[config.mk]
export PLATFORM = sky130hd
export DESIGN_NAME = eac_access_ctrl
export DESIGN_NICKNAME = d
export VERILOG_FILES = /design/src/eac_pkg.sv /design/src/eac_tmr_if.sv /design/src/eac_access_ctrl.sv /design/src/eac_prog_timer.sv
export SDC_FILE = /design/constraint.sdc
export NUM_CORES = 1
export LEC_CHECK = 0
export BUFFER_PORTS_ARGS = -buffer_cell sky130_fd_sc_hd__buf_2
export CORE_ASPECT_RATIO = 1.75
export CORE_MARGIN = 2
export CORE_UTILIZATION = 57
export CTS_CLUSTER_SIZE = 30
export DETAILED_ROUTE_END_ITERATION = 16
export GPL_ROUTABILITY_DRIVEN = 0
export PLACE_DENSITY = 0.81
export SYNTH_ARGS = -nofsm -noshare
export SYNTH_HDL_FRONTEND = slang
export SYNTH_SLANG_ARGS = --single-unit
[constraint.sdc]
create_clock -name mclk -period 3.2 [get_ports mclk]
set_input_delay 0.48 -clock mclk [delete_from_list [all_inputs] [get_ports mclk]]
set_output_delay 0.48 -clock mclk [all_outputs]
set_load 0.005 [all_outputs]
[src/eac_pkg.sv]
// constants and types for the nvm access control block
// Functional notes
// RULE1 - address is eight bits, bit 7 reads zero
// RULE2 - software loads address before any access
// RULE3 - bytes addressed linearly across 128 locations
// RULE4 - data register feeds writes, catches read bytes
// RULE5 - control bits 7 and 6 read zero
// RULE6 - mode field selects atomic, erase or write
// RULE7 - mode writes ignored while program enable set
// RULE8 - reset clears mode unless programming runs
// RULE9 - ready interrupt enable gates ready request
// RULE10 - strobe within four cycles after master enable
// RULE11 - strobe without master enable does nothing
// RULE12 - accepted strobe halts cpu two cycles
// RULE13 - program enable clears after programming time
// RULE14 - block flash, fuse, lock programming while busy
// RULE15 - read strobe fetches byte, halts four cycles
// RULE16 - while busy refuse reads and address writes
// RULE17 - started programming survives a reset
// RULE18 - software follows wait, setup, arm, strobe order
// RULE19 - two scratch registers, plain, reset zero
// RULE20 - reject other memory operations while busy
// RULE21 - time programming from 8 MHz oscillator
// RULE22 - software erases before write only
// RULE23 - ready request is a level
// RULE24 - enables reset zero, busy state kept
package eac_pkg;
  localparam logic [5:0]  SCRATCH_ZERO_OFF = 6'h13;
  localparam logic [5:0]  SCRATCH_ONE_OFF  = 6'h14;
  localparam logic [5:0]  NVM_CONTROL_OFF  = 6'h1C;
  localparam logic [5:0]  NVM_DATA_OFF     = 6'h1D;
  localparam logic [5:0]  NVM_ADDRESS_OFF  = 6'h1E;

  localparam int          ADDR_W           = 7;
  localparam int          ARRAY_SIZE       = 128;
  localparam int          TICK_W           = 15;

  localparam int          CTL_MODE_HI      = 5;
  localparam int          CTL_MODE_LO      = 4;
  localparam int          CTL_RIE          = 3;
  localparam int          CTL_MPE          = 2;
  localparam int          CTL_PE           = 1;
  localparam int          CTL_RE           = 0;

  localparam logic [1:0]  MODE_ATOMIC      = 2'h0;
  localparam logic [1:0]  MODE_ERASE       = 2'h1;
  localparam logic [1:0]  MODE_WRITE       = 2'h2;
  localparam logic [1:0]  MODE_RSVD        = 2'h3;
  localparam logic [1:0]  MODE_RESET       = 2'h0;

  localparam logic [2:0]  MPE_WINDOW       = 3'h4;
  localparam logic [2:0]  PROG_HALT        = 3'h2;
  localparam logic [2:0]  READ_HALT        = 3'h4;
  localparam logic [7:0]  SCRATCH_RESET    = 8'h00;

  localparam int          CLK_HZ           = 100000000;
  localparam int          OSC_HZ           = 8000000;
  localparam int          ATOMIC_TIME_US   = 3400;
  localparam int          SPLIT_TIME_US    = 1800;
  localparam logic [TICK_W-1:0] ATOMIC_TICKS =
    TICK_W'(ATOMIC_TIME_US * (OSC_HZ / 1000000));
  localparam logic [TICK_W-1:0] SPLIT_TICKS  =
    TICK_W'(SPLIT_TIME_US * (OSC_HZ / 1000000));

  localparam int          ACC_W            = 7;
  localparam logic [ACC_W-1:0] ACC_STEP    = ACC_W'(OSC_HZ / 1000000);
  localparam logic [ACC_W-1:0] ACC_MOD     = ACC_W'(CLK_HZ / 1000000);

  typedef enum logic [1:0] {
    EAC_TMR_IDLE = 2'b01,
    EAC_TMR_RUN  = 2'b10
  } eac_tmr_state_t;
endpackage

[src/eac_tmr_if.sv]
// carrier between control logic and programming timer
`timescale 1ns/10ps
interface eac_tmr_if;
  logic                           start;
  logic [eac_pkg::TICK_W-1:0]     ticks;
  logic                           busy;
  logic                           done;
  modport ctrl (output start, output ticks, input busy, input done);
  modport tmr  (input start, input ticks, output busy, output done);
endinterface

[src/eac_access_ctrl.sv]
// nvm access control: io registers, arm/start handshake, cpu halts
`timescale 1ns/10ps
module eac_access_ctrl #(
  parameter logic [eac_pkg::TICK_W-1:0] ATOMIC_TICKS = eac_pkg::ATOMIC_TICKS,
  parameter logic [eac_pkg::TICK_W-1:0] SPLIT_TICKS  = eac_pkg::SPLIT_TICKS
) (
  input  wire logic                        mclk,
  input  wire logic                        rstn,
  input  wire logic [5:0]                  io_addr,
  input  wire logic                        io_wr,
  input  wire logic                        io_rd,
  input  wire logic [7:0]                  io_wdata,
  output logic      [7:0]                  io_rdata,
  output logic                             cpu_halt,
  output logic                             ready_irq,
  output logic                             flash_prog_block,
  output logic      [eac_pkg::ADDR_W-1:0]  arr_addr,
  output logic      [7:0]                  arr_wdata,
  output logic      [1:0]                  arr_mode,
  output logic                             arr_start,
  input  wire logic [7:0]                  arr_rdata
);
  typedef struct packed {
    logic [1:0]                  mode;
    logic                        rie;
    logic [2:0]                  mpe_cnt;
    logic [eac_pkg::ADDR_W-1:0]  addr;
    logic [7:0]                  data;
    logic [7:0]                  scr0;
    logic [7:0]                  scr1;
    logic [2:0]                  halt_cnt;
    logic                        start;
    logic [7:0]                  rdata;
  } eac_ctl_reg_t;

  eac_ctl_reg_t q;
  eac_ctl_reg_t d;
  eac_tmr_if    tif ();

  logic         busy;
  logic         accept;
  logic [7:0]   ctl_view;

  eac_prog_timer u_timer (
    .mclk (mclk),
    .rstn (rstn),
    .tif  (tif.tmr)
  );

  function automatic logic wr_hit(input logic [5:0] a, input logic [5:0] off,
                                  input logic we);
    wr_hit = we && (a == off);
  endfunction

  assign busy = tif.busy;

  // armed window is the counter being nonzero
  assign accept = rstn && wr_hit(io_addr, eac_pkg::NVM_CONTROL_OFF, io_wr)
                  && io_wdata[eac_pkg::CTL_PE] && (q.mpe_cnt != 3'h0)
                  && !busy && (q.mode != eac_pkg::MODE_RSVD); // RULE10 RULE11 RULE20

  assign tif.start = accept;
  assign tif.ticks = (q.mode == eac_pkg::MODE_ATOMIC) ? ATOMIC_TICKS
                                                      : SPLIT_TICKS; // RULE6

  always_comb begin
    ctl_view = 8'h00; // RULE5
    ctl_view[eac_pkg::CTL_MODE_HI:eac_pkg::CTL_MODE_LO] = q.mode;
    ctl_view[eac_pkg::CTL_RIE] = q.rie;
    ctl_view[eac_pkg::CTL_MPE] = (q.mpe_cnt != 3'h0);
    ctl_view[eac_pkg::CTL_PE]  = busy;
  end

  always_comb begin
    d = q;
    d.start = 1'b0;
    if (q.mpe_cnt != 3'h0) begin
      d.mpe_cnt = q.mpe_cnt - 3'h1; // RULE10
    end
    if (q.halt_cnt != 3'h0) begin
      d.halt_cnt = q.halt_cnt - 3'h1;
    end
    if (wr_hit(io_addr, eac_pkg::NVM_CONTROL_OFF, io_wr)) begin
      // the accepting write keeps the mode the timer was loaded with
      if (!busy && !accept) begin
        d.mode = io_wdata[eac_pkg::CTL_MODE_HI:eac_pkg::CTL_MODE_LO]; // RULE7
      end
      d.rie = io_wdata[eac_pkg::CTL_RIE]; // RULE9
      if (io_wdata[eac_pkg::CTL_MPE]) begin
        d.mpe_cnt = eac_pkg::MPE_WINDOW; // RULE10
      end
      if (accept) begin
        d.start    = 1'b1; // RULE12
        d.halt_cnt = eac_pkg::PROG_HALT; // RULE12
        d.mpe_cnt  = 3'h0;
      end else if (io_wdata[eac_pkg::CTL_RE] && !busy) begin
        // array read is combinational, so the byte lands at once
        d.data     = arr_rdata; // RULE15 RULE4
        d.halt_cnt = eac_pkg::READ_HALT; // RULE15
      end
    end
    // address frozen while the array is being programmed
    if (wr_hit(io_addr, eac_pkg::NVM_ADDRESS_OFF, io_wr) && !busy) begin // RULE16
      d.addr = io_wdata[eac_pkg::ADDR_W-1:0]; // RULE1 RULE3
    end
    if (wr_hit(io_addr, eac_pkg::NVM_DATA_OFF, io_wr) && !busy) begin
      d.data = io_wdata; // RULE4
    end
    if (wr_hit(io_addr, eac_pkg::SCRATCH_ZERO_OFF, io_wr)) begin
      d.scr0 = io_wdata; // RULE19
    end
    if (wr_hit(io_addr, eac_pkg::SCRATCH_ONE_OFF, io_wr)) begin
      d.scr1 = io_wdata; // RULE19
    end
    if (io_rd) begin
      case (io_addr)
        eac_pkg::SCRATCH_ZERO_OFF: d.rdata = q.scr0;
        eac_pkg::SCRATCH_ONE_OFF:  d.rdata = q.scr1;
        eac_pkg::NVM_CONTROL_OFF:  d.rdata = ctl_view;
        eac_pkg::NVM_DATA_OFF:     d.rdata = q.data;
        eac_pkg::NVM_ADDRESS_OFF:  d.rdata = {1'b0, q.addr}; // RULE1
        default:                   d.rdata = 8'h00;
      endcase
    end
    if (!rstn) begin
      d.rie      = 1'b0; // RULE24
      d.mpe_cnt  = 3'h0; // RULE24
      d.halt_cnt = 3'h0;
      d.start    = 1'b0;
      d.scr0     = eac_pkg::SCRATCH_RESET; // RULE19
      d.scr1     = eac_pkg::SCRATCH_RESET; // RULE19
      d.rdata    = 8'h00;
      // address, data and mode must hold for an operation still running
      if (!busy) begin
        d.mode = eac_pkg::MODE_RESET; // RULE8 RULE24
        d.addr = '0;
        d.data = 8'h00;
      end
    end
  end

  always_ff @(posedge mclk) begin
    q <= d;
  end

  assign io_rdata         = q.rdata;
  assign cpu_halt         = (q.halt_cnt != 3'h0); // RULE12 RULE15
  assign ready_irq        = q.rie && !busy; // RULE23 RULE9
  assign flash_prog_block = busy; // RULE14
  assign arr_addr         = q.addr;
  assign arr_wdata        = q.data; // RULE4
  assign arr_mode         = q.mode; // RULE6
  assign arr_start        = q.start;
endmodule // eac_access_ctrl

[src/eac_prog_timer.sv]
// programming timer clocked by an 8 MHz enable derived from mclk
`timescale 1ns/10ps
module eac_prog_timer (
  input wire logic   mclk,
  input wire logic   rstn,
  eac_tmr_if.tmr     tif
);
  typedef struct packed {
    eac_pkg::eac_tmr_state_t      state;
    logic [eac_pkg::ACC_W-1:0]    acc;
    logic [eac_pkg::TICK_W-1:0]   cnt;
    logic                         done;
  } eac_tmr_reg_t;

  eac_tmr_reg_t q;
  eac_tmr_reg_t d;

  always_comb begin
    logic [eac_pkg::ACC_W:0] sum;
    logic                    tick;
    d    = q;
    sum  = {1'b0, q.acc} + {1'b0, eac_pkg::ACC_STEP};
    tick = 1'b0;
    d.done = 1'b0;
    // fractional divider: 8 ticks per 100 mclk cycles, no drift
    if (sum >= {1'b0, eac_pkg::ACC_MOD}) begin // RULE21
      d.acc = eac_pkg::ACC_W'(sum - {1'b0, eac_pkg::ACC_MOD});
      tick  = 1'b1;
    end else begin
      d.acc = eac_pkg::ACC_W'(sum);
    end
    case (q.state)
      eac_pkg::EAC_TMR_IDLE: begin
        if (tif.start) begin
          d.cnt   = tif.ticks;
          d.state = eac_pkg::EAC_TMR_RUN;
        end
      end
      eac_pkg::EAC_TMR_RUN: begin
        if (tick) begin
          if (q.cnt <= eac_pkg::TICK_W'(1)) begin // RULE13
            d.state = eac_pkg::EAC_TMR_IDLE;
            d.cnt   = '0;
            d.done  = 1'b1;
          end else begin
            d.cnt = q.cnt - eac_pkg::TICK_W'(1);
          end
        end
      end
      default: begin
        d.state = eac_pkg::EAC_TMR_IDLE;
      end
    endcase
    // a running operation ignores reset and finishes
    if (!rstn && q.state != eac_pkg::EAC_TMR_RUN) begin // RULE17
      d.state = eac_pkg::EAC_TMR_IDLE;
      d.acc   = '0;
      d.cnt   = '0;
      d.done  = 1'b0;
    end
  end

  always_ff @(posedge mclk) begin
    q <= d;
  end

  assign tif.busy = (q.state == eac_pkg::EAC_TMR_RUN);
  assign tif.done = q.done;
endmodule // eac_prog_timer

==> metrics.txt <==
# TYPE chip_impl_metric gauge
chip_impl_info{name="result_of_the_run",value="completed"} 1
chip_impl_metric{name="max_freq",unit="GHz"} 0.3834
chip_impl_info{name="critical_path.cell_chain",value="ha_1, nand2b_1, or3_1, a21oi_1, nand3_1, o21ai_0"} 1
chip_impl_metric{name="power.total",unit="mW"} 2.906
chip_impl_metric{name="finalSetupViolations",unit=""} 0
chip_impl_metric{name="wl_per_cell",unit="microns"} 17.21
chip_impl_metric{name="grt_overflow_total",unit=""} 0
chip_impl_metric{name="critPathMaxFanout",unit=""} 7
chip_impl_metric{name="postCtsHoldBufs",unit=""} 0
chip_impl_metric{name="grt_max_degree",unit=""} 21
chip_impl_metric{name="power_density",unit="nW/um^2"} 672.7
chip_impl_info{name="hold_path.startpoint",value="io_wdata[7]"} 1
chip_impl_metric{name="antenna_found_initial",unit=""} 0
chip_impl_metric{name="synth_edf_count",unit=""} 0
chip_impl_info{name="critPathKind",value="flip-flop to flip-flop"} 1
chip_impl_info{name="ctsRootBufferMaster",value="clkbuf_16"} 1
chip_impl_info{name="cts_tree",value="yes"} 1
chip_impl_metric{name="worstRegToRegCells",unit=""} 6
chip_impl_metric{name="leakagePower",unit="nW"} 1.852
chip_impl_info{name="type_of_element_launching_the_critical_path",value="flip-flop"} 1
chip_impl_metric{name="area_growth",unit="%"} 11.17
chip_impl_metric{name="boundaryPins",unit=""} 55
chip_impl_metric{name="worstHoldPathCells",unit=""} 3
chip_impl_metric{name="postCtsResizedCells",unit=""} 0
chip_impl_metric{name="register_area",unit="sq um"} 1421
chip_impl_metric{name="global_route_wire_length_before_repair",unit="microns"} 15610
chip_impl_metric{name="synth_top_area_share",unit=""} 0.3657
chip_impl_metric{name="syn_inst",unit=""} 457
chip_impl_info{name="most_common_library_cell_in_the_layout_ignoring_fill_and_taps",value="dfxtp_1"} 1
chip_impl_info{name="setup.worst_path.end_class",value="flip-flop"} 1
chip_impl_metric{name="preCtsSetupSlack",unit="ps"} 619.6
chip_impl_metric{name="cp.required",unit="ps"} 3460
chip_impl_info{name="worst_hold_path_class",value="input pin to flip-flop"} 1
chip_impl_metric{name="fillCellCount",unit=""} 555
chip_impl_metric{name="synth.distinct_cells",unit=""} 57
chip_impl_metric{name="drt_first_iter_violations",unit=""} 350
chip_impl_metric{name="antenna_cells",unit=""} 0
chip_impl_metric{name="timing.final.crit_share",unit=""} 0.8150
chip_impl_metric{name="worst_setup_slack_after_layout",unit="ps"} 591.9
chip_impl_metric{name="routed_wl",unit="microns"} 9862
chip_impl_metric{name="vias_in_the_first_global_route",unit=""} 3299
chip_impl_metric{name="syn-mean-instance-area",unit="sq um"} 8.504
chip_impl_info{name="layout_common_cells",value="71 x dfxtp_1, 54 x buf_2, 46 x nor2_1"} 1
chip_impl_metric{name="starting_utilization_of_the_core_area",unit=""} 0.5899
chip_impl_metric{name="timing.critical_path.slowest_cell_delay",unit="ps"} 550
chip_impl_metric{name="timing_worst_slew_pin_value",unit="ps"} 878.3
chip_impl_metric{name="fin_nets",unit=""} 525
chip_impl_metric{name="critical_path_arrival",unit="ps"} 2860
chip_impl_metric{name="slew_viol_final",unit=""} 0
chip_impl_info{name="synth_top_area_cell",value="dfxtp_1"} 1
chip_impl_metric{name="rows",unit=""} 39
chip_impl_metric{name="syn_nets",unit=""} 496
chip_impl_metric{name="grtUsageTotal",unit=""} 0.2699
chip_impl_metric{name="final-instance-count-excl-fill",unit=""} 573
chip_impl_metric{name="synth_async_sr_flop_share",unit=""} 0
chip_impl_metric{name="detail-route-antenna-nets",unit=""} 0
chip_impl_metric{name="dp_cells",unit=""} 557
chip_impl_metric{name="finClkSkew",unit="ps"} 5.795
chip_impl_metric{name="detailroute.via_count",unit=""} 3545
chip_impl_metric{name="multi_input_gate_area_in_the_final_layout",unit="sq um"} 2136
chip_impl_info{name="critPathSlowestCell",value="a21oi_1"} 1
chip_impl_metric{name="die_outline_height",unit="microns"} 113.2
chip_impl_metric{name="core_area",unit="sq um"} 6588
chip_impl_info{name="synth.top_cells.by_area",value="dfxtp_1 37%, mux2i_1 7.5%, buf_4 4.8%, nor2_1 4.4%, ha_1 4.2%"} 1
chip_impl_metric{name="cts.htree.levels",unit=""} 3
chip_impl_metric{name="port-buffer-count",unit=""} 54
chip_impl_metric{name="max_capacitance_violation_total",unit=""} 0
chip_impl_metric{name="die_width",unit="microns"} 66.42
chip_impl_metric{name="sequential_element_share_of_the_synthesized_area",unit=""} 0.3657
chip_impl_metric{name="syn_area",unit="sq um"} 3886
chip_impl_metric{name="drc_errors",unit=""} 0
chip_impl_metric{name="firstDrtPassIters",unit=""} 7
chip_impl_metric{name="clk_pin_slew",unit="ps"} 60
chip_impl_metric{name="dpl.hpwl",unit="microns"} 7164
chip_impl_metric{name="vdd_ir_drop_max",unit="mV"} 0.3794
chip_impl_metric{name="layout.core_utilization",unit=""} 0.6558
chip_impl_metric{name="number_of_flip_flops_and_latches_in_the_synthesized_netlist",unit=""} 71
chip_impl_metric{name="cts.sinks",unit=""} 71
chip_impl_metric{name="setup_total_negative_slack",unit="ps"} 0
chip_impl_metric{name="clk-insertion-delay-late",unit="ps"} 340
chip_impl_metric{name="post_route_cells_drive_above_1_share",unit=""} 0.1853
chip_impl_metric{name="max_slew_margin",unit=""} 0.4132
chip_impl_info{name="critical_path.startpoint",value="u_timer.q[19]"} 1
chip_impl_info{name="rsz0062_at_grt",value="no"} 1
chip_impl_info{name="dominantRegCellSynth",value="dfxtp_1"} 1
chip_impl_metric{name="yosysWarningCount",unit=""} 0
chip_impl_metric{name="postCtsSetupBuffers",unit=""} 0
chip_impl_info{name="regToRegStartpoint",value="u_timer.q[19]"} 1
chip_impl_metric{name="ctsLongestPathBuffers",unit=""} 2
chip_impl_metric{name="cts_inserted_buffers",unit=""} 9
chip_impl_metric{name="route.detailed.vias_per_inst",unit=""} 6.187
chip_impl_metric{name="die-area",unit="sq um"} 7520
chip_impl_metric{name="timing.final.crit_period",unit="ps"} 2608
chip_impl_metric{name="final-hold-violation-count",unit=""} 0
## where the power goes
group          leakage [nW]  internal [mW]  switching, mW
registers             0.577          0.972         0.0823
clock network         0.124          0.520          0.378
logic                  1.15          0.395          0.559
total                  1.85           1.89           1.02
## logic make-up after synthesis
family                   share of synthesized area
buffers and inverters                      0.08467
AND/OR/NAND/NOR                             0.2086
multiplexers                               0.09015
adder cells (fa/ha/maj)                    0.04186
flip-flops                                  0.3657
XOR/XNOR                                   0.01127
AO/OA/AOI/OAI                               0.1977
## synthesized netlist by cell type (all sizes together), types with 13 or more instances
cell,n
dfxtp,71
nor2,47
nand2,36
a21oi,31
buf,30
mux2i,29
o21ai,24
nand3,22
nor3,20
inv,17
clkbuf,14
ha,13
## metrics by stage
stage	hold WS (ps)	area [sq um]
after floorplan	436.0	3886
after global placement	440.9	4054
after detailed placement	449.4	4054
after CTS	414.5	4320
after global routing	425.0	4320
final	418.0	4320
## routing by layer
layer | vias up | global-route usage | wire, microns
met5 | - | 0 | 0
met3 | 28 | 0.06660 | 446
met1 | 1692 | 0.2739 | 3691
met2 | 118 | 0.5000 | 5434
met4 | 0 | 0.1197 | 291
li1 | 1707 | - | -
## critical path, delay by kind of cell (launching register included)
kind | cells | cell delay (ps)
AO/OA/AOI/OAI | 2 | 760
adder cells (fa/ha/maj) | 1 | 310
flip-flops | 1 | 450
AND/OR/NAND/NOR | 3 | 1010
## final timing paths
kind / end / slack, ps
max: u_timer.q[1] / 590
min reg2reg: q[23] / 450
max reg2reg: u_timer.q[1] / 590
min: q[27] / 420
## sequential cells by signal, summed over array words and instances (netlist names)
register / count
arr_addr: 7
arr_mode: 2
arr_start: 1
arr_wdata: 8
ctl_view: 1
io_rdata: 8
q: 22
u_timer.q: 22
## final cells by class
class | count | share of cell area
multi-input combinational | 325 | 0.4944
sequential | 71 | 0.3290
timing repair buffer | 62 | 0.07646
clock buffer | 10 | 0.05300
tap | 82 | 0.02375
inverter | 17 | 0.01477
clock inverter | 6 | 0.008688
No activity file was read; power rests on OpenSTA's default activity.
